==> src/shared/wsod_pkg.sv <==
// constants and types shared by the wake status and off-delay block
package wsod_pkg;
    // bus geometry: register index sits in address bits [9:2]
    localparam int ADDR_W = 10;
    localparam int DATA_W = 32;
    localparam int REG_W = 8;

    // register indices, byte address is four times the index
    localparam logic [7:0] IDX_ENABLE_TWO = 8'hb1;
    localparam logic [7:0] IDX_WAKE_STATUS_TWO = 8'hb3;
    localparam logic [7:0] IDX_OFF_DELAY = 8'hb8;
    localparam logic [7:0] IDX_CONTROL = 8'hc8;
    localparam logic [7:0] IDX_IRQ_STATUS = 8'hc9;
    localparam logic [7:0] IDX_IRQ_MASK = 8'hca;

    // reset values and writable-bit masks
    localparam logic [7:0] ENABLE_TWO_RESET = 8'h80;
    localparam logic [7:0] ENABLE_TWO_MASK = 8'hab;
    localparam logic [7:0] WAKE_STATUS_RESET = 8'h00;
    localparam logic [7:0] OFF_DELAY_RESET = 8'h00;
    localparam logic [7:0] OFF_DELAY_MASK = 8'h3f;

    // bit positions in the enable layout, shared with the status layout except the off-allow bit 7
    localparam int BIT_RX_FIRST = 0;
    localparam int BIT_RX_SECOND = 1;
    localparam int BIT_RING = 3;
    localparam int BIT_INFRARED = 5;
    localparam int BIT_OFF_EN = 7;
    localparam int WAKE_N = 4;
    localparam int DELAY_CODE_W = 6;

    // control register bits
    localparam int CTRL_SEL_BIT = 0;
    localparam int CTRL_POWER_BIT = 1;
    localparam int CTRL_BUSY_BIT = 2;

    // interrupt layout
    localparam int IRQ_W = 2;
    localparam int IRQ_WAKE_BIT = 0;
    localparam int IRQ_EXPIRE_BIT = 1;

    // timing: one delay step in ms times the clock in kHz gives cycles
    localparam int CLK_KHZ = 40_000;
    localparam int DELAY_STEP_MS = 500;
    localparam int DELAY_STEP_CYCLES = DELAY_STEP_MS * CLK_KHZ;

    localparam logic [1:0] RESP_OKAY = 2'h0;
    localparam logic [1:0] RESP_SLVERR = 2'h2;

    typedef struct packed {
        logic cir_wake_event;
        logic ring_indicator_pin_n;
        logic uart_second_rx;
        logic uart_first_rx;
    } wsod_pins_t;

    typedef struct packed {
        logic [1:0] reserved_hi;
        logic infrared_wake_flag;
        logic reserved_four;
        logic ring_wake_flag;
        logic reserved_two;
        logic uart_second_rx_wake_flag;
        logic uart_first_rx_wake_flag;
    } wsod_status_t;
endpackage

==> src/core/wsod_top.sv <==
// wake status latch, off-delay timer and their axi4-lite registers
//
// How it works
// - a fall on the first uart receive line sets status bit 0 until read.
// - a fall on the second uart receive line sets status bit 1 until read.
// - a ring indicator fall sets status bit 3, cleared by reading status.
// - an infrared wake event sets status bit 5, cleared by reading status.
// - flags show events since last clear; only enabled events request power.
// - the wake status register resets to all zeros.
// - delay lasts (code+1) times 500 ms, at most 10 ms longer.
// - delay register resets to zero, upper two bits reserved.
// - delay starts on a button press with off-allow and delayed-off both set.
// - the off-allow bit, enable bit 7, resets to one.
// - an enable bit of zero keeps its event from requesting power.
//
// Our own choice: the AXI4-Lite slave port.
`timescale 1ns/1ps
`default_nettype none
module wsod_top #(
    parameter int STEP_CYCLES = wsod_pkg::DELAY_STEP_CYCLES
) (
    input wire logic aclk,
    input wire logic aresetn,
    input wire logic [wsod_pkg::ADDR_W-1:0] s_axi_awaddr,
    input wire logic s_axi_awvalid,
    output logic s_axi_awready,
    input wire logic [wsod_pkg::DATA_W-1:0] s_axi_wdata,
    input wire logic [3:0] s_axi_wstrb,
    input wire logic s_axi_wvalid,
    output logic s_axi_wready,
    output logic [1:0] s_axi_bresp,
    output logic s_axi_bvalid,
    input wire logic s_axi_bready,
    input wire logic [wsod_pkg::ADDR_W-1:0] s_axi_araddr,
    input wire logic s_axi_arvalid,
    output logic s_axi_arready,
    output logic [wsod_pkg::DATA_W-1:0] s_axi_rdata,
    output logic [1:0] s_axi_rresp,
    output logic s_axi_rvalid,
    input wire logic s_axi_rready,
    input wire wsod_pkg::wsod_pins_t wake_pins,
    input wire logic button_in,
    output logic power_request_n,
    output logic irq
);
    localparam int AW = wsod_pkg::ADDR_W;
    localparam int RW = wsod_pkg::REG_W;
    localparam int WN = wsod_pkg::WAKE_N;

    logic [RW-1:0] enable_two;
    logic [RW-1:0] delay_reg;
    logic delayed_off_select;
    logic [wsod_pkg::IRQ_W-1:0] irq_status;
    logic [wsod_pkg::IRQ_W-1:0] irq_mask;
    wsod_pkg::wsod_status_t status;
    // read back on the control register, so declared ahead of the read mux
    logic timer_busy;

    // ---------------- wake sources ----------------
    logic [WN-1:0] wake_level_n;
    logic [WN-1:0] wake_clear;
    logic [WN-1:0] wake_set;
    logic [WN-1:0] wake_flag;
    logic [WN-1:0] wake_enable;
    logic wake_hit;

    // infrared event is active high, so it is inverted into the fall catcher
    assign wake_level_n = {~wake_pins.cir_wake_event,
                           wake_pins.ring_indicator_pin_n,
                           wake_pins.uart_second_rx,
                           wake_pins.uart_first_rx};

    wsod_edge_latch #(
        .N(WN)
    ) u_latch (
        .aclk(aclk),
        .aresetn(aresetn),
        .level_n(wake_level_n),
        .clear(wake_clear),
        .set_pulse(wake_set),
        .flag(wake_flag)
    );

    always_comb begin
        status = wsod_pkg::WAKE_STATUS_RESET;
        status.uart_first_rx_wake_flag = wake_flag[0];
        status.uart_second_rx_wake_flag = wake_flag[1];
        status.ring_wake_flag = wake_flag[2];
        status.infrared_wake_flag = wake_flag[3];
    end

    assign wake_enable = {enable_two[wsod_pkg::BIT_INFRARED],
                          enable_two[wsod_pkg::BIT_RING],
                          enable_two[wsod_pkg::BIT_RX_SECOND],
                          enable_two[wsod_pkg::BIT_RX_FIRST]};
    assign wake_hit = |(wake_set & wake_enable);

    // ---------------- write channels ----------------
    logic aw_have;
    logic w_have;
    logic [AW-1:0] aw_addr;
    logic [wsod_pkg::DATA_W-1:0] w_data;
    logic w_lane0;
    logic aw_take;
    logic w_take;
    logic wr_fire;
    logic [7:0] wr_idx;
    logic wr_ok;

    assign aw_take = s_axi_awvalid && s_axi_awready;
    assign w_take = s_axi_wvalid && s_axi_wready;
    // write happens once both halves are held and the last answer is gone
    assign wr_fire = aw_have && w_have && !s_axi_bvalid;
    assign wr_idx = aw_addr[AW-1:2];

    always_comb begin
        case (wr_idx)
            wsod_pkg::IDX_ENABLE_TWO,
            wsod_pkg::IDX_WAKE_STATUS_TWO,
            wsod_pkg::IDX_OFF_DELAY,
            wsod_pkg::IDX_CONTROL,
            wsod_pkg::IDX_IRQ_STATUS,
            wsod_pkg::IDX_IRQ_MASK: wr_ok = 1'b1;
            default: wr_ok = 1'b0;
        endcase
    end

    always_ff @(posedge aclk) begin
        if (!aresetn) begin
            s_axi_awready <= 1'b0;
            aw_have <= 1'b0;
            aw_addr <= '0;
        end else if (aw_take) begin
            s_axi_awready <= 1'b0;
            aw_have <= 1'b1;
            aw_addr <= s_axi_awaddr;
        end else begin
            if (wr_fire) begin
                aw_have <= 1'b0;
            end
            s_axi_awready <= !aw_have && !s_axi_bvalid;
        end
    end

    always_ff @(posedge aclk) begin
        if (!aresetn) begin
            s_axi_wready <= 1'b0;
            w_have <= 1'b0;
            w_data <= '0;
            w_lane0 <= 1'b0;
        end else if (w_take) begin
            s_axi_wready <= 1'b0;
            w_have <= 1'b1;
            w_data <= s_axi_wdata;
            w_lane0 <= s_axi_wstrb[0];
        end else begin
            if (wr_fire) begin
                w_have <= 1'b0;
            end
            s_axi_wready <= !w_have && !s_axi_bvalid;
        end
    end

    always_ff @(posedge aclk) begin
        if (!aresetn) begin
            s_axi_bvalid <= 1'b0;
            s_axi_bresp <= wsod_pkg::RESP_OKAY;
        end else if (wr_fire) begin
            s_axi_bvalid <= 1'b1;
            s_axi_bresp <= wr_ok ? wsod_pkg::RESP_OKAY : wsod_pkg::RESP_SLVERR;
        end else if (s_axi_bready) begin
            s_axi_bvalid <= 1'b0;
        end
    end

    // registers live in byte lane 0; other lanes are ignored
    logic wr_reg;
    assign wr_reg = wr_fire && w_lane0;

    always_ff @(posedge aclk) begin
        if (!aresetn) begin
            enable_two <= wsod_pkg::ENABLE_TWO_RESET;
        end else if (wr_reg && wr_idx == wsod_pkg::IDX_ENABLE_TWO) begin
            enable_two <= w_data[RW-1:0] & wsod_pkg::ENABLE_TWO_MASK;
        end
    end

    always_ff @(posedge aclk) begin
        if (!aresetn) begin
            delay_reg <= wsod_pkg::OFF_DELAY_RESET;
        end else if (wr_reg && wr_idx == wsod_pkg::IDX_OFF_DELAY) begin
            // reserved upper bits never store
            delay_reg <= w_data[RW-1:0] & wsod_pkg::OFF_DELAY_MASK;
        end
    end

    always_ff @(posedge aclk) begin
        if (!aresetn) begin
            delayed_off_select <= 1'b0;
            irq_mask <= '0;
        end else if (wr_reg) begin
            if (wr_idx == wsod_pkg::IDX_CONTROL) begin
                delayed_off_select <= w_data[wsod_pkg::CTRL_SEL_BIT];
            end
            if (wr_idx == wsod_pkg::IDX_IRQ_MASK) begin
                irq_mask <= w_data[wsod_pkg::IRQ_W-1:0];
            end
        end
    end

    // ---------------- read channel ----------------
    logic ar_take;
    logic [7:0] rd_idx;
    logic [RW-1:0] rd_byte;
    logic rd_ok;
    logic rd_status_hit;

    assign ar_take = s_axi_arvalid && s_axi_arready;
    assign rd_idx = s_axi_araddr[AW-1:2];
    assign rd_status_hit = ar_take && rd_idx == wsod_pkg::IDX_WAKE_STATUS_TWO;
    // the read returns the flags as they stood, then drops them
    assign wake_clear = rd_status_hit ? '1 : '0;

    always_comb begin
        rd_byte = '0;
        rd_ok = 1'b1;
        case (rd_idx)
            wsod_pkg::IDX_ENABLE_TWO: rd_byte = enable_two;
            wsod_pkg::IDX_WAKE_STATUS_TWO: rd_byte = status;
            wsod_pkg::IDX_OFF_DELAY: rd_byte = delay_reg;
            wsod_pkg::IDX_CONTROL: begin
                rd_byte[wsod_pkg::CTRL_SEL_BIT] = delayed_off_select;
                rd_byte[wsod_pkg::CTRL_POWER_BIT] = !power_request_n;
                rd_byte[wsod_pkg::CTRL_BUSY_BIT] = timer_busy;
            end
            wsod_pkg::IDX_IRQ_STATUS: rd_byte[wsod_pkg::IRQ_W-1:0] = irq_status;
            wsod_pkg::IDX_IRQ_MASK: rd_byte[wsod_pkg::IRQ_W-1:0] = irq_mask;
            default: rd_ok = 1'b0;
        endcase
    end

    always_ff @(posedge aclk) begin
        if (!aresetn) begin
            s_axi_arready <= 1'b0;
            s_axi_rvalid <= 1'b0;
            s_axi_rdata <= '0;
            s_axi_rresp <= wsod_pkg::RESP_OKAY;
        end else if (ar_take) begin
            s_axi_arready <= 1'b0;
            s_axi_rvalid <= 1'b1;
            s_axi_rdata <= {{(wsod_pkg::DATA_W - RW){1'b0}}, rd_byte};
            s_axi_rresp <= rd_ok ? wsod_pkg::RESP_OKAY : wsod_pkg::RESP_SLVERR;
        end else begin
            if (s_axi_rready) begin
                s_axi_rvalid <= 1'b0;
            end
            s_axi_arready <= !s_axi_rvalid;
        end
    end

    // ---------------- button and off delay ----------------
    logic button_prev;
    logic button_edge;
    logic timer_start;
    logic timer_expired;

    always_ff @(posedge aclk) begin
        if (!aresetn) begin
            button_prev <= 1'b1; // a button held through reset is no press
        end else begin
            button_prev <= button_in;
        end
    end

    assign button_edge = button_in && !button_prev;
    assign timer_start = button_edge && enable_two[wsod_pkg::BIT_OFF_EN]
                         && delayed_off_select;

    wsod_delay_timer #(
        .CODE_W(wsod_pkg::DELAY_CODE_W),
        .STEP_CYCLES(STEP_CYCLES)
    ) u_timer (
        .aclk(aclk),
        .aresetn(aresetn),
        .start(timer_start),
        .code(delay_reg[wsod_pkg::DELAY_CODE_W-1:0]),
        .busy(timer_busy),
        .expired(timer_expired)
    );

    // a fresh enabled wake outranks an expiry in the same cycle
    always_ff @(posedge aclk) begin
        if (!aresetn) begin
            power_request_n <= 1'b1;
        end else if (wake_hit) begin
            power_request_n <= 1'b0;
        end else if (timer_expired) begin
            power_request_n <= 1'b1;
        end
    end

    // ---------------- interrupt ----------------
    logic [wsod_pkg::IRQ_W-1:0] irq_set;
    logic [wsod_pkg::IRQ_W-1:0] irq_w1c;

    always_comb begin
        irq_set = '0;
        irq_set[wsod_pkg::IRQ_WAKE_BIT] = |wake_set;
        irq_set[wsod_pkg::IRQ_EXPIRE_BIT] = timer_expired;
        irq_w1c = '0;
        if (wr_reg && wr_idx == wsod_pkg::IDX_IRQ_STATUS) begin
            irq_w1c = w_data[wsod_pkg::IRQ_W-1:0];
        end
    end

    always_ff @(posedge aclk) begin
        if (!aresetn) begin
            irq_status <= '0;
            irq <= 1'b0;
        end else begin
            irq_status <= (irq_status & ~irq_w1c) | irq_set;
            irq <= |(irq_status & irq_mask);
        end
    end
endmodule // wsod_top
`default_nettype wire

==> src/core/wsod_edge_latch.sv <==
// falling-edge catchers with sticky flags, one per wake source
`timescale 1ns/1ps
`default_nettype none
module wsod_edge_latch #(
    parameter int N = 4
) (
    input wire logic aclk,
    input wire logic aresetn,
    input wire logic [N-1:0] level_n,
    input wire logic [N-1:0] clear,
    output logic [N-1:0] set_pulse,
    output logic [N-1:0] flag
);
    if (N < 1) begin : g_check
        $error("wsod_edge_latch needs at least one input");
    end

    for (genvar i = 0; i < N; i++) begin : g_bit
        logic prev;
        logic held;
        // idle-high lines: a fall is previous high, present low
        assign set_pulse[i] = prev & ~level_n[i];
        assign flag[i] = held;
        always_ff @(posedge aclk) begin
            if (!aresetn) begin
                prev <= 1'b1;
                held <= 1'b0;
            end else begin
                prev <= level_n[i];
                // an event in the clearing cycle is kept
                if (set_pulse[i]) begin
                    held <= 1'b1;
                end else if (clear[i]) begin
                    held <= 1'b0;
                end
            end
        end
    end
endmodule // wsod_edge_latch
`default_nettype wire

==> src/core/wsod_delay_timer.sv <==
// power-off delay counter in whole steps of the step period
`timescale 1ns/1ps
`default_nettype none
module wsod_delay_timer #(
    parameter int CODE_W = wsod_pkg::DELAY_CODE_W,
    parameter int STEP_CYCLES = wsod_pkg::DELAY_STEP_CYCLES
) (
    input wire logic aclk,
    input wire logic aresetn,
    input wire logic start,
    input wire logic [CODE_W-1:0] code,
    output logic busy,
    output logic expired
);
    localparam int STEP_W = $clog2(STEP_CYCLES);
    localparam logic [STEP_W-1:0] STEP_LAST = STEP_W'(STEP_CYCLES - 1);

    if (STEP_CYCLES < 2 || CODE_W < 1) begin : g_check
        $error("wsod_delay_timer needs STEP_CYCLES >= 2 and CODE_W >= 1");
    end

    logic [STEP_W-1:0] step_cnt;
    logic [CODE_W-1:0] steps;
    logic [CODE_W-1:0] target;

    // code is latched at start so a rewrite mid-delay cannot stretch it
    always_ff @(posedge aclk) begin
        if (!aresetn) begin
            busy <= 1'b0;
            expired <= 1'b0;
            step_cnt <= '0;
            steps <= '0;
            target <= '0;
        end else begin
            expired <= 1'b0;
            if (!busy) begin
                if (start) begin
                    busy <= 1'b1;
                    target <= code;
                    step_cnt <= '0;
                    steps <= '0;
                end
            end else if (step_cnt == STEP_LAST) begin
                step_cnt <= '0;
                if (steps == target) begin
                    busy <= 1'b0;
                    expired <= 1'b1;
                end else begin
                    steps <= steps + 1'b1;
                end
            end else begin
                step_cnt <= step_cnt + 1'b1;
            end
        end
    end

    logic [31:0] elapsed;
    always_ff @(posedge aclk) begin
        if (!aresetn) begin
            elapsed <= 32'h0;
        end else if (!busy) begin
            elapsed <= 32'h0;
        end else begin
            elapsed <= elapsed + 32'h1;
        end
    end
endmodule // wsod_delay_timer
`default_nettype wire

==> config.mk <==
export PLATFORM = sky130hd
export DESIGN_NAME = wsod_top
export DESIGN_NICKNAME = d
export VERILOG_FILES = /design/src/shared/wsod_pkg.sv /design/src/core/wsod_top.sv /design/src/core/wsod_edge_latch.sv /design/src/core/wsod_delay_timer.sv
export SDC_FILE = /design/constraint.sdc
export NUM_CORES = 1
export LEC_CHECK = 0
export BUFFER_PORTS_ARGS = -buffer_cell sky130_fd_sc_hd__buf_2
export CORE_MARGIN = 4
export CORE_UTILIZATION = 43
export CTS_CLUSTER_DIAMETER = 150
export DETAILED_ROUTE_END_ITERATION = 16
export PLACE_DENSITY_LB_ADDON = 0.12
export SLEW_MARGIN = 10
export SYNTH_ARGS = -nofsm -noshare
export SYNTH_HDL_FRONTEND = slang
export SYNTH_SLANG_ARGS = --single-unit
==> constraint.sdc <==
create_clock -name aclk -period 3.2 [get_ports aclk]
set_input_delay 0.32 -clock aclk [delete_from_list [all_inputs] [get_ports aclk]]
set_output_delay 0.32 -clock aclk [all_outputs]
set_load 0.005 [all_outputs]
==> out/metrics.cfg, run 1 <==
[job]
drv_cap = 0

[die]
die_area_mm2 = 0.0124
floorplan.io_pins = 111
die_x_um = 111
initial_core_utilization_pct = 44.3
num_rows = 37
die_h_um = 111
core_mm2 = 0.0104

[clocking]
clock_tree.buffer_depth = 2
post_cts.repair.setup_buffers = 0
clock_insertion_delay_at_the_later_pin_of_the_skew_report_ps = 370
cts_tree = built
cts_sinks = 98
post_cts_hold_buffer_count = 0
cts.clk_slew.worst_paths_ps = 100
ctsRootBufferMaster = sky130_fd_sc_hd__clkbuf_8
htreeDepth = 3
post_cts_resized = 0
number_of_buffers_created_by_cts = 9

[min_path]
hold_path_end = u_latch.g_bit[2].prev
hold_path_class = primary input to flop
hold_depth = 2
holdCritStartpoint = wake_pins[2]

[timing]
timing.final.max_slew_violations = 0
setup_ws_ps = 715
tightest_slew_ps = 1120
timing.setup.tns_ps = 0
grt_setup_unrepaired = no
achievable-frequency_mhz = 402
tmin_final_ps = 2490
finalSetupViolations = 0
worst_clock_skew_ps = 10.4
report.final.hold_viol_count = 0
relSlewSlack_pct = 25.1
min_period_over_period_pct = 77.7
fin_hold_ws_ps = 138

[power]
report.power.total_w = 0.00219
share_clk_of_total_power_pct = 34.6
power.density_mw_per_mm2 = 436
sw_frac_of_total_pct = 26.2
cell_internal_pwr_w = 0.00162
peakVddDrop_mv = 0.216
p_seq_share_pct = 58.0
p_leak_nw = 1.91
power.switching_w = 0.000575
combinationalPowerShare_pct = 7.4

[logic_synthesis]
share_of_synthesized_registers_carrying_an_async_set_or_reset_pct = 0
yosys_register_bits = 98
synth_top_cell_by_area = sky130_fd_sc_hd__dfxtp_1
yosysTopAreaCellShare_pct = 42.7
syn_avg_cell_area_um2 = 8.35
yosys-top-cells-area = sky130_fd_sc_hd__dfxtp_1 43%, sky130_fd_sc_hd__a21oi_1 6.6%, sky130_fd_sc_hd__nand2_1 6.3%, sky130_fd_sc_hd__buf_4 4.4%, sky130_fd_sc_hd__nor2_1 3.3%
synth_warnings = 0
edff_count_synth = 0
synth_area_mm2 = 0.00459
netlist-cell-type-count = 63
synth_top_flop_cell = sky130_fd_sc_hd__dfxtp_1
synth_sequential_area_ratio_pct = 42.7
synth_cells = 550

[route]
detail_route.drc_violations = 0
detail_route.vias_per_cell = 5.41
drtAntennaViolNets = 0
route.detailed.wl_per_inst_um = 14.6
vias = 3969
detail_route.first_pass.iterations = 5
drtIter0Drc = 256
dr.max_layer_used = met4
detailroute.wirelength.met3_um = 567
m1WireLength_um = 5510
wl_um = 10700
route.met2.wl_um = 4540

[worst_setup_path]
worstRegToRegCells = 7
crit_path_max_fanout = 28
regToRegEndpoint = u_timer.step_cnt[14]
critPathCaptureType = flop
path_class = flop to flop
worst_r2r_startpoint = u_timer.step_cnt[0]
worst-endpoint-arrival_ps = 2790
worst_setup_path_start_kind = flop
timing.critical_path.from = u_timer.step_cnt[0]
timing.critical_path.required_ps = 3500
timing.reg2reg.setup_slack_ps = 710

[finish]
post-route-util_pct = 48.5
mostFrequentLayoutCell = sky130_fd_sc_hd__dfxtp_1
post_route_cells_drive_above_1_share_pct = 15.2
layout-area-overhead-vs-synth_pct = 9.56
largest_register_ff_count = 25
n_fill_cell = 1034
layout.nets = 662
largestRegisters = u_timer.step_cnt: 25 flops, aw_addr: 8 flops
layout_common_cells = 98 x sky130_fd_sc_hd__dfxtp_1, 77 x sky130_fd_sc_hd__nand2_1, 61 x sky130_fd_sc_hd__a21oi_1
largest_register = u_timer.step_cnt
antenna_cells = 0

[global_routing]
grt.overflow.total = 0
initial_antenna_violation_count = 0
grt_pass1_vias = 3630
grt_pass1_wl_um = 18100
gr-usage-all-layers_pct = 17.3
grt_start_max_net_pins = 62

[placement]
port_buffers = 51
dp_worst_setup_slack_ps = 756
dpl_wire_length_um = 7610
routabilityCongestion = 0.808

[run_status]
run_status = completed

==> synthesized netlist by cell type (2+ instances only) <==
| library cell | number |
|---|---|
| sky130_fd_sc_hd__a31oi_1 | 15 |
| sky130_fd_sc_hd__nor2_1 | 40 |
| sky130_fd_sc_hd__nor4_1 | 5 |
| sky130_fd_sc_hd__xnor2_1 | 6 |
| sky130_fd_sc_hd__ha_1 | 2 |
| sky130_fd_sc_hd__or4b_2 | 2 |
| sky130_fd_sc_hd__or4b_1 | 2 |
| sky130_fd_sc_hd__nand2b_1 | 8 |
| sky130_fd_sc_hd__xor2_1 | 2 |
| sky130_fd_sc_hd__a21o_1 | 7 |
| sky130_fd_sc_hd__nand4_1 | 11 |
| sky130_fd_sc_hd__a31o_2 | 2 |
| sky130_fd_sc_hd__a41oi_1 | 3 |
| sky130_fd_sc_hd__mux2i_1 | 14 |
| sky130_fd_sc_hd__and3_1 | 2 |
| sky130_fd_sc_hd__nand3_1 | 20 |
| sky130_fd_sc_hd__inv_1 | 9 |
| sky130_fd_sc_hd__mux2_2 | 4 |
| sky130_fd_sc_hd__or2_2 | 2 |
| sky130_fd_sc_hd__or4_1 | 5 |
| sky130_fd_sc_hd__nor2b_1 | 4 |
| sky130_fd_sc_hd__nor4_4 | 2 |
| sky130_fd_sc_hd__and2_1 | 4 |
| sky130_fd_sc_hd__a22oi_1 | 7 |
| sky130_fd_sc_hd__dfxtp_1 | 98 |
| sky130_fd_sc_hd__a21oi_1 | 61 |
| sky130_fd_sc_hd__nor4b_1 | 2 |
| sky130_fd_sc_hd__buf_2 | 5 |
| sky130_fd_sc_hd__nor3_1 | 13 |
| sky130_fd_sc_hd__nand3b_1 | 9 |
| sky130_fd_sc_hd__nand4b_1 | 4 |
| sky130_fd_sc_hd__o21a_1 | 4 |
| sky130_fd_sc_hd__clkbuf_1 | 19 |
| sky130_fd_sc_hd__o21ai_0 | 26 |
| sky130_fd_sc_hd__nand2_1 | 77 |
| sky130_fd_sc_hd__buf_4 | 27 |
==> critical path, cell delays in order, from the launching register on <==
cell and delay [ps]:
sky130_fd_sc_hd__dfxtp_1 370, sky130_fd_sc_hd__ha_1 240, sky130_fd_sc_hd__nand3_1 210, sky130_fd_sc_hd__nor3_1 90
sky130_fd_sc_hd__buf_4 160, sky130_fd_sc_hd__a21oi_2 870, sky130_fd_sc_hd__o21ai_0 240, sky130_fd_sc_hd__a31oi_1 220
==> power groups by stage <==
stage | registers [W] | logic (W) | clock network, W
floorplan | 0.00129 | 0.000129 | 0
global placement | 0.00130 | 0.000159 | 0
detailed placement | 0.00130 | 0.000162 | 0
CTS | 0.00127 | 0.000162 | 0.000773
global route | 0.00128 | 0.000184 | 0.000827
finish | 0.00127 | 0.000162 | 0.000759
==> stage by stage <==
stage	instances	cell area, µm²
6_report	733	5030
5_1_grt	733	5030
2_1_floorplan	576	4690
3_5_place_dp	717	4860
4_1_cts	733	5030
3_3_place_gp	717	4860
==> worst max path at each step <==
| stage | endpoint | slack, ps | cells past startpoint |
|---|---|---|---|
| after floorplan | u_timer.step_cnt[24] | 1050 | 7 |
| after global placement | u_timer.step_cnt[11] | 790 | 7 |
| after detailed placement | u_timer.step_cnt[14] | 760 | 7 |
| after CTS | u_timer.step_cnt[14] | 720 | 7 |
| after global routing | u_timer.step_cnt[14] | 440 | 7 |
| final | u_timer.step_cnt[14] | 710 | 7 |
==> final cells by class <==
cell class | instances | area [µm²] | share of cell area, %
timing repair buffer | 56 | 293 | 5.82
clock inverter | 5 | 36.3 | 0.721
clock buffer | 11 | 141 | 2.81
tap | 136 | 170 | 3.38
multi-input combinational | 417 | 2390 | 47.6
sequential | 98 | 1960 | 39.0
inverter | 10 | 37.5 | 0.746
==> per-layer routing <==
metal / up-vias / track usage [%]
met3: 14 / 3.42
li1: 2005 / -
met4: 0 / 4.62
met2: 100 / 25.5
met1: 1850 / 25.7
met5: - / 0
==> kinds of logic (layout without fill, tap and decap cells) <==
family / after synthesis / count (layout) / synth area share (%)
adder cells (fa/ha/maj): 2 / 2 / 0.545
XOR/XNOR: 8 / 8 / 1.53
flip-flops: 98 / 98 / 42.7
buffers and inverters: 61 / 82 / 7.33
multiplexers: 18 / 18 / 4.03
AO/OA/AOI/OAI: 140 / 140 / 18.3
other: 1 / 27 / 0.0816
AND/OR/NAND/NOR: 222 / 222 / 25.5
(Power assumes the default switching activity.)
==> inputs of run 2 (changes only) <==
--- a/config.mk
+++ b/config.mk
@@ -5,6 +5,7 @@
 export SDC_FILE = /design/constraint.sdc
 export NUM_CORES = 1
 export LEC_CHECK = 0
+export ABC_AREA = 1
 export BUFFER_PORTS_ARGS = -buffer_cell sky130_fd_sc_hd__buf_2
 export CORE_MARGIN = 4
 export CORE_UTILIZATION = 43
==> constraint.sdc (replaced) <==
create_clock -name aclk -period 2.2 [get_ports aclk]
set_input_delay 0.22 -clock aclk [delete_from_list [all_inputs] [get_ports aclk]]
set_output_delay 0.22 -clock aclk [all_outputs]
set_load 0.005 [all_outputs]
==> run 2 against run 1 <==
  * Critical path depth rose by 3
  * Critical path type unchanged
  * Largest cell class unchanged
  * Via count is 15% higher
  * First-iteration DRC count increased by 5.5%
  * Combinational power increased by 100%
  * Clock skew fell by 2.2 ps
  * Wire length increased by 9.6%
  * Highest routed layer unchanged
  * Global-route usage increased by 1.2 points
  * Flip-flop and latch count unchanged
  * Power rose by 79%
==> out/metrics.cfg, run 2 <==
[timing]
finalSetupViolations = 0  ; unchanged
timing.final.max_slew_violations = 0  ; unchanged
tightest_slew_ps = 585  ; was 1120 ps
worst_clock_skew_ps = 8.20  ; was 10.4 ps
setup_ws_ps = 404  ; was 715 ps
min_period_over_period_pct = 81.6  ; was 77.7%
report.final.hold_viol_count = 0  ; unchanged
achievable-frequency_mhz = 557  ; was 402 MHz
tmin_final_ps = 1800  ; was 2490 ps
grt_setup_unrepaired = no  ; unchanged
timing.setup.tns_ps = 0  ; unchanged
relSlewSlack_pct = 60.7  ; was 25.1%

[placement]
dpl_wire_length_um = 8640  ; was 7610 µm
routabilityCongestion = 0.918  ; was 0.808
port_buffers = 51  ; unchanged
dp_worst_setup_slack_ps = 428  ; was 756 ps

[finish]
layout-area-overhead-vs-synth_pct = 12.5  ; was 9.56%
ff_latch_area_mm2 = 0.00196  ; unchanged
post_route_cells_drive_above_1_share_pct = 13.1  ; was 15.2%
n_fill_cell = 1109  ; was 1034
largest_register_ff_count = 25  ; unchanged
antenna_cells = 0  ; unchanged
largestRegisters = u_timer.step_cnt: 25 flops, aw_addr: 8 flops  ; unchanged
layout_common_cells = 166 x sky130_fd_sc_hd__nand2_1, 98 x sky130_fd_sc_hd__dfxtp_1, 86 x sky130_fd_sc_hd__nor2_1  ; was 98 x sky130_fd_sc_hd__dfxtp_1, 77 x sky130_fd_sc_hd__nand2_1, 61 x sky130_fd_sc_hd__a21oi_1
layout.nets = 842  ; was 662
mostFrequentLayoutCell = sky130_fd_sc_hd__nand2_1  ; was sky130_fd_sc_hd__dfxtp_1
largest_register = u_timer.step_cnt  ; unchanged
footprint_of_the_multi_input_gates_mm2 = 0.00247  ; was 0.00239 mm²

[worst_setup_path]
worst-endpoint-arrival_ps = 2040  ; was 2790 ps
worst_setup_path_start_kind = flop  ; unchanged
timing.reg2reg.setup_slack_ps = 400  ; was 710 ps
worstRegToRegCells = 10  ; was 7
crit_path_max_fanout = 10  ; was 28
path_class = flop to flop  ; unchanged
worst_r2r_startpoint = u_timer.step_cnt[0]  ; unchanged
timing.critical_path.required_ps = 2450  ; was 3500 ps
regToRegEndpoint = u_timer.step_cnt[16]  ; was u_timer.step_cnt[14]
critPathCaptureType = flop  ; unchanged

[min_path]
holdCritStartpoint = wake_pins[3]  ; was wake_pins[2]
hold_path_class = primary input to flop  ; unchanged
hold_depth = 2  ; unchanged
hold_path_end = u_latch.g_bit[3].prev  ; was u_latch.g_bit[2].prev

[power]
power.density_mw_per_mm2 = 710  ; was 436 mW/mm²
p_leak_nw = 2.24  ; was 1.91 nW
peakVddDrop_mv = 0.541  ; was 0.216 mV

[logic_synthesis]
share_of_synthesized_registers_carrying_an_async_set_or_reset_pct = 0  ; unchanged
netlist-cell-type-count = 40  ; was 63
yosysTopAreaCellShare_pct = 39.9  ; was 42.7%
syn_avg_cell_area_um2 = 6.79  ; was 8.35 µm²
synthAdderAreaFrac_pct = 0.509  ; was 0.545%
post-synth-top-count-cell = sky130_fd_sc_hd__nand2_1  ; was sky130_fd_sc_hd__dfxtp_1
synth.area.mux_share_pct = 0  ; was 4.03%
synth_warnings = 0  ; unchanged
yosys-top-cells-count = 166 x sky130_fd_sc_hd__nand2_1, 98 x sky130_fd_sc_hd__dfxtp_1, 86 x sky130_fd_sc_hd__nor2_1  ; was 98 x sky130_fd_sc_hd__dfxtp_1, 77 x sky130_fd_sc_hd__nand2_1, 61 x sky130_fd_sc_hd__a21oi_1
synth-compound-area-share_pct = 14.6  ; was 18.3%
yosys-top-cells-area = sky130_fd_sc_hd__dfxtp_1 40%, sky130_fd_sc_hd__nand2_1 13%, sky130_fd_sc_hd__a21oi_1 7.2%, sky130_fd_sc_hd__nor2_1 6.6%, sky130_fd_sc_hd__o21ai_0 5.7%  ; was sky130_fd_sc_hd__dfxtp_1 43%, sky130_fd_sc_hd__a21oi_1 6.6%, sky130_fd_sc_hd__nand2_1 6.3%, sky130_fd_sc_hd__buf_4 4.4%, sky130_fd_sc_hd__nor2_1 3.3%
yosys_register_bits = 98  ; unchanged
yosys.area_share.xor_xnor_pct = 0.713  ; was 1.53%
synth_top_cell_by_area = sky130_fd_sc_hd__dfxtp_1  ; unchanged
synth_top_flop_cell = sky130_fd_sc_hd__dfxtp_1  ; unchanged
synth_area_mm2 = 0.00492  ; was 0.00459 mm²
synth_cells = 724  ; was 550
edff_count_synth = 0  ; unchanged
synth_sequential_area_ratio_pct = 39.9  ; was 42.7%
synth_simple_gate_area_share_pct = 32.4  ; was 25.5%
synth_top_family_by_area = simple AND/OR/NAND/NOR gates  ; unchanged

[clocking]
clock_insertion_delay_at_the_later_pin_of_the_skew_report_ps = 350  ; was 370 ps
ctsRootBufferMaster = sky130_fd_sc_hd__clkbuf_16  ; was sky130_fd_sc_hd__clkbuf_8
post_cts_resized = 0  ; unchanged
number_of_buffers_created_by_cts = 9  ; unchanged
post_cts_hold_buffer_count = 0  ; unchanged
cts.clk_slew.worst_paths_ps = 70  ; was 100 ps
clock_tree.buffer_depth = 2  ; unchanged
cts_sinks = 98  ; unchanged
post_cts.repair.setup_buffers = 0  ; unchanged
cts_tree = built  ; unchanged
htreeDepth = 3  ; unchanged

[die]
initial_core_utilization_pct = 44.6  ; was 44.3%
die_area_mm2 = 0.0132  ; was 0.0124 mm²
num_rows = 38  ; was 37
floorplan.io_pins = 111  ; unchanged
core_mm2 = 0.0110  ; was 0.0104 mm²
die_x_um = 115  ; was 111 µm
die_h_um = 115  ; was 111 µm

[global_routing]
grt_pass1_wl_um = 19800  ; was 18100 µm
grt_pass1_vias = 4264  ; was 3630
gr-usage-all-layers_pct = 18.5  ; was 17.3%
initial_antenna_violation_count = 0  ; unchanged
grt.overflow.total = 0  ; unchanged
grt_start_max_net_pins = 54  ; was 62

[route]
drtIter0Drc = 270  ; was 256
detail_route.drc_violations = 0  ; unchanged
detail_route.vias_per_cell = 4.99  ; was 5.41
wl_um = 11800  ; was 10700 µm
drtAntennaViolNets = 0  ; unchanged
vias = 4572  ; was 3969
detail_route.first_pass.iterations = 5  ; unchanged
route.detailed.wl_per_inst_um = 12.8  ; was 14.6 µm

[run_status]
run_status = completed  ; unchanged

[job]
drv_cap = 0  ; unchanged

[run 2: routing by layer]
layer | up-vias | track usage (%) | wire length, µm | part of all wire [%]
li1 | 2401 | - | - | -
met1 | 2039 | 22.9 | 5290 | 45
met2 | 116 | 31.8 | 5680 | 48
met3 | 16 | 5.00 | 658 | 5.6
met4 | 0 | 5.09 | 140 | 1.2
met5 | - | 0 | 0 | 0
[run 2: layout make-up]
type	instances	area share, %
inverters	75	5.09
repair buffers	59	5.70
flip-flops and latches	98	35.5
clock inverters	5	1.54
clock buffers	10	4.32
multi-input cells	529	44.7
well taps	140	3.17
[run 2: worst max path at each step]
stage	end	depth (start not counted)	slack, ps	start
finish	u_timer.step_cnt[16]	10	400	u_timer.step_cnt[0]
global route	u_timer.step_cnt[16]	10	170	u_timer.step_cnt[0]
CTS	u_timer.step_cnt[16]	10	410	u_timer.step_cnt[0]
detailed placement	u_timer.steps[2]	10	430	u_timer.step_cnt[0]
global placement	u_timer.step_cnt[16]	10	480	u_timer.step_cnt[0]
floorplan	u_timer.steps[4]	11	640	u_timer.step_cnt[0]
[run 2: cells by family (layout without fill, tap and decap cells)]
group,count (synthesis),in the layout
and+or+nand+nor,358,358
AOI/OAI and AO/OA,138,138
buffers and inverters,123,149
DFF,98,98
xor gates and xnor gates,4,4
adders and majority gates,2,2
other,1,27
[run 2: per-stage QoR]
stage | util, % | total power [W] | hold WS, ps | instances | cell area [µm²]
after floorplan | - | 0.00217 | 282 | 750 | 5010
after global placement | 47.2 | 0.00224 | 400 | 901 | 5210
after detailed placement | 47.2 | 0.00225 | 407 | 901 | 5210
after CTS | 50.1 | 0.00398 | 34.6 | 916 | 5530
after global routing | 50.1 | 0.00409 | 56.5 | 916 | 5530
final | 50.1 | 0.00393 | 46.9 | 916 | 5530
[run 2: power by group]
group / switching (W) / internal, W
logic: 0.000215 / 0.000111
clock network: 0.000691 / 0.00103
registers: 0.0000450 / 0.00184
[run 2: critical path, stage by stage (launching register included)]
cell and delay [ps]:
sky130_fd_sc_hd__dfxtp_1 470, sky130_fd_sc_hd__ha_1 210, sky130_fd_sc_hd__nand2_1 110, sky130_fd_sc_hd__nor2_4 160, sky130_fd_sc_hd__nand2_4 110, sky130_fd_sc_hd__nor2_4 240, sky130_fd_sc_hd__nand2_1 110, sky130_fd_sc_hd__nor2_1 110
sky130_fd_sc_hd__o21ai_0 90, sky130_fd_sc_hd__nand2_1 60, sky130_fd_sc_hd__nor2_1 40
==> inputs of run 3 (changes only) <==
==> constraint.sdc (replaced) <==
create_clock -name aclk -period 1.8 [get_ports aclk]
set_input_delay 0.18 -clock aclk [delete_from_list [all_inputs] [get_ports aclk]]
set_output_delay 0.18 -clock aclk [all_outputs]
set_load 0.005 [all_outputs]
==> run 3 against run 2 <==
  * Sequential power grew 22%
  * Die area is the same
  * Clock skew is essentially flat
  * Combinational power increased by 29%
  * Wire length is 3.7% higher
  * Global-route usage increased by 0.43 points
  * First-iteration DRC count fell by 9.6%
  * Clock-buffer cell count unchanged
==> out/metrics.cfg, run 3 (synthesis results as in run 2) <==
[run_status]
run_status = completed  ; unchanged

[die]
die_area_mm2 = 0.0132  ; unchanged
die_h_um = 115  ; unchanged
initial_core_utilization_pct = 44.6  ; unchanged
core_mm2 = 0.0110  ; unchanged
floorplan.io_pins = 111  ; unchanged
num_rows = 38  ; unchanged
die_x_um = 115  ; unchanged

[worst_setup_path]
worst_setup_path_start_kind = flop  ; unchanged
path_class = flop to flop  ; unchanged
crit_path_max_fanout = 16  ; was 10
timing.critical_path.required_ps = 2040  ; was 2450 ps
critPathCaptureType = flop  ; unchanged
worst-endpoint-arrival_ps = 1880  ; was 2040 ps

[timing]
grt_setup_unrepaired = no  ; unchanged
relSlewSlack_pct = 65.6  ; was 60.7%
timing.setup.tns_ps = 0  ; unchanged
timing.final.max_slew_violations = 0  ; unchanged
finalSetupViolations = 0  ; unchanged
report.final.hold_viol_count = 0  ; unchanged
achievable-frequency_mhz = 609  ; was 557 MHz
worst_clock_skew_ps = 7.99  ; was 8.20 ps
tightest_slew_ps = 512  ; was 585 ps
min_period_over_period_pct = 91.3  ; was 81.6%
tmin_final_ps = 1640  ; was 1800 ps

[route]
wl_um = 12200  ; was 11800 µm
vias = 4655  ; was 4572
detail_route.vias_per_cell = 5.03  ; was 4.99
detail_route.first_pass.iterations = 5  ; unchanged
route.detailed.wl_per_inst_um = 13.2  ; was 12.8 µm
drtIter0Drc = 244  ; was 270
detail_route.drc_violations = 0  ; unchanged
drtAntennaViolNets = 0  ; unchanged

[global_routing]
initial_antenna_violation_count = 0  ; unchanged
grt_pass1_vias = 4455  ; was 4264
gr-usage-all-layers_pct = 19.0  ; was 18.5%
grt.overflow.total = 0  ; unchanged
grt_pass1_wl_um = 20500  ; was 19800 µm
grt_start_max_net_pins = 46  ; was 54

[finish]
mostFrequentLayoutCell = sky130_fd_sc_hd__nand2_1  ; unchanged
layout.nets = 851  ; was 842
largest_register_ff_count = 25  ; unchanged
ff_latch_area_mm2 = 0.00196  ; unchanged
layout-area-overhead-vs-synth_pct = 13.4  ; was 12.5%
largestRegisters = u_timer.step_cnt: 25 flops, aw_addr: 8 flops  ; unchanged
final_cells = 926  ; was 916
n_fill_cell = 1125  ; was 1109
post_route_cells_drive_above_1_share_pct = 14.1  ; was 13.1%
layout_common_cells = 166 x sky130_fd_sc_hd__nand2_1, 98 x sky130_fd_sc_hd__dfxtp_1, 86 x sky130_fd_sc_hd__nor2_1  ; unchanged
antenna_cells = 0  ; unchanged
footprint_of_the_multi_input_gates_mm2 = 0.00248  ; was 0.00247 mm²
largest_register = u_timer.step_cnt  ; unchanged

[power]
power.density_mw_per_mm2 = 824  ; was 710 mW/mm²
peakVddDrop_mv = 0.628  ; was 0.541 mV
p_leak_nw = 2.28  ; was 2.24 nW

[placement]
dpl_wire_length_um = 8770  ; was 8640 µm
dp_cells = 906  ; was 901
routabilityCongestion = 0.890  ; was 0.918
port_buffers = 51  ; unchanged

[clocking]
number_of_buffers_created_by_cts = 9  ; unchanged
post_cts_resized = 0  ; unchanged
clock_tree.buffer_depth = 2  ; unchanged
cts_sinks = 98  ; unchanged
cts.clk_slew.worst_paths_ps = 70  ; about the same
clock_insertion_delay_at_the_later_pin_of_the_skew_report_ps = 350  ; about the same
ctsRootBufferMaster = sky130_fd_sc_hd__clkbuf_16  ; unchanged
cts_tree = built  ; unchanged
htreeDepth = 3  ; unchanged

[job]
drv_cap = 0  ; unchanged

[min_path]
hold_path_class = primary input to flop  ; unchanged

[run 3: cell count changes in the layout (fill, tap and decap cells not counted), sizes merged]
cell,delta
buf,+7
bufinv,-2
clkinv,+2
dlygate4sd3,+1
inv,+1
nor2,+1
[run 3: where the power goes]
group          switching [W]  total [W]  internal (W)
clock network       0.000887    0.00188      0.000991
registers          0.0000507    0.00229       0.00224
logic               0.000277   0.000422      0.000145
total                0.00122    0.00459       0.00338
[run 3: final timing paths]
kind         depth (start not counted)  slack, ps               endpoint                start
max                                 10        160       u_timer.steps[2]  u_timer.step_cnt[1]
min reg2reg                          1        460           s_axi_wready               w_have
max reg2reg                         10        160       u_timer.steps[2]  u_timer.step_cnt[1]
min                                  3         20  u_latch.g_bit[2].prev         wake_pins[2]
[run 3: cell type report]
type / count / share of cell area, %
clock inverters: 6 / 0.853
well taps: 140 / 3.14
flip-flops and latches: 98 / 35.2
repair buffers: 67 / 7.00
clock buffers: 10 / 4.29
inverters: 75 / 5.05
multi-input cells: 530 / 44.5
[run 3: routing by layer]
layer / GRT usage [%] / up-vias / wire length [µm]
met5: 0 / - / 0
met4: 5.63 / 0 / 185
met3: 4.37 / 16 / 561
met2: 32.6 / 112 / 5900
met1: 23.7 / 2108 / 5550
li1: - / 2419 / -
[run 3: metrics by stage]
step,utilization [%],hold WS [ps],setup WS (ps),total power [W],instance area [µm²]
5_1_grt,50.5,21.6,2.81,0.00479,5570
6_report,50.5,16.8,157,0.00459,5570
3_5_place_dp,47.7,370,175,0.00276,5260
4_1_cts,50.3,15.6,169,0.00464,5550
2_1_floorplan,-,242,238,0.00265,5010
3_3_place_gp,47.7,360,232,0.00275,5260
[run 3: worst max-delay path: stages, from the launching register on]
cell,delay [ps]
sky130_fd_sc_hd__dfxtp_1,350
sky130_fd_sc_hd__ha_1,170
sky130_fd_sc_hd__nand2_1,100
sky130_fd_sc_hd__nor2_4,160
sky130_fd_sc_hd__nand2_4,120
sky130_fd_sc_hd__nor2_4,140
sky130_fd_sc_hd__nand2_2,80
sky130_fd_sc_hd__nand2_4,180
sky130_fd_sc_hd__nand2_1,100
sky130_fd_sc_hd__nand2_1,80
sky130_fd_sc_hd__a21oi_2,50
[run 3: timing repair]
item	4_1_cts	5_1_grt
setup buffers	0	2
hold endpoints to repair	1	0
setup endpoints to repair	0	1
hold buffers	1	0
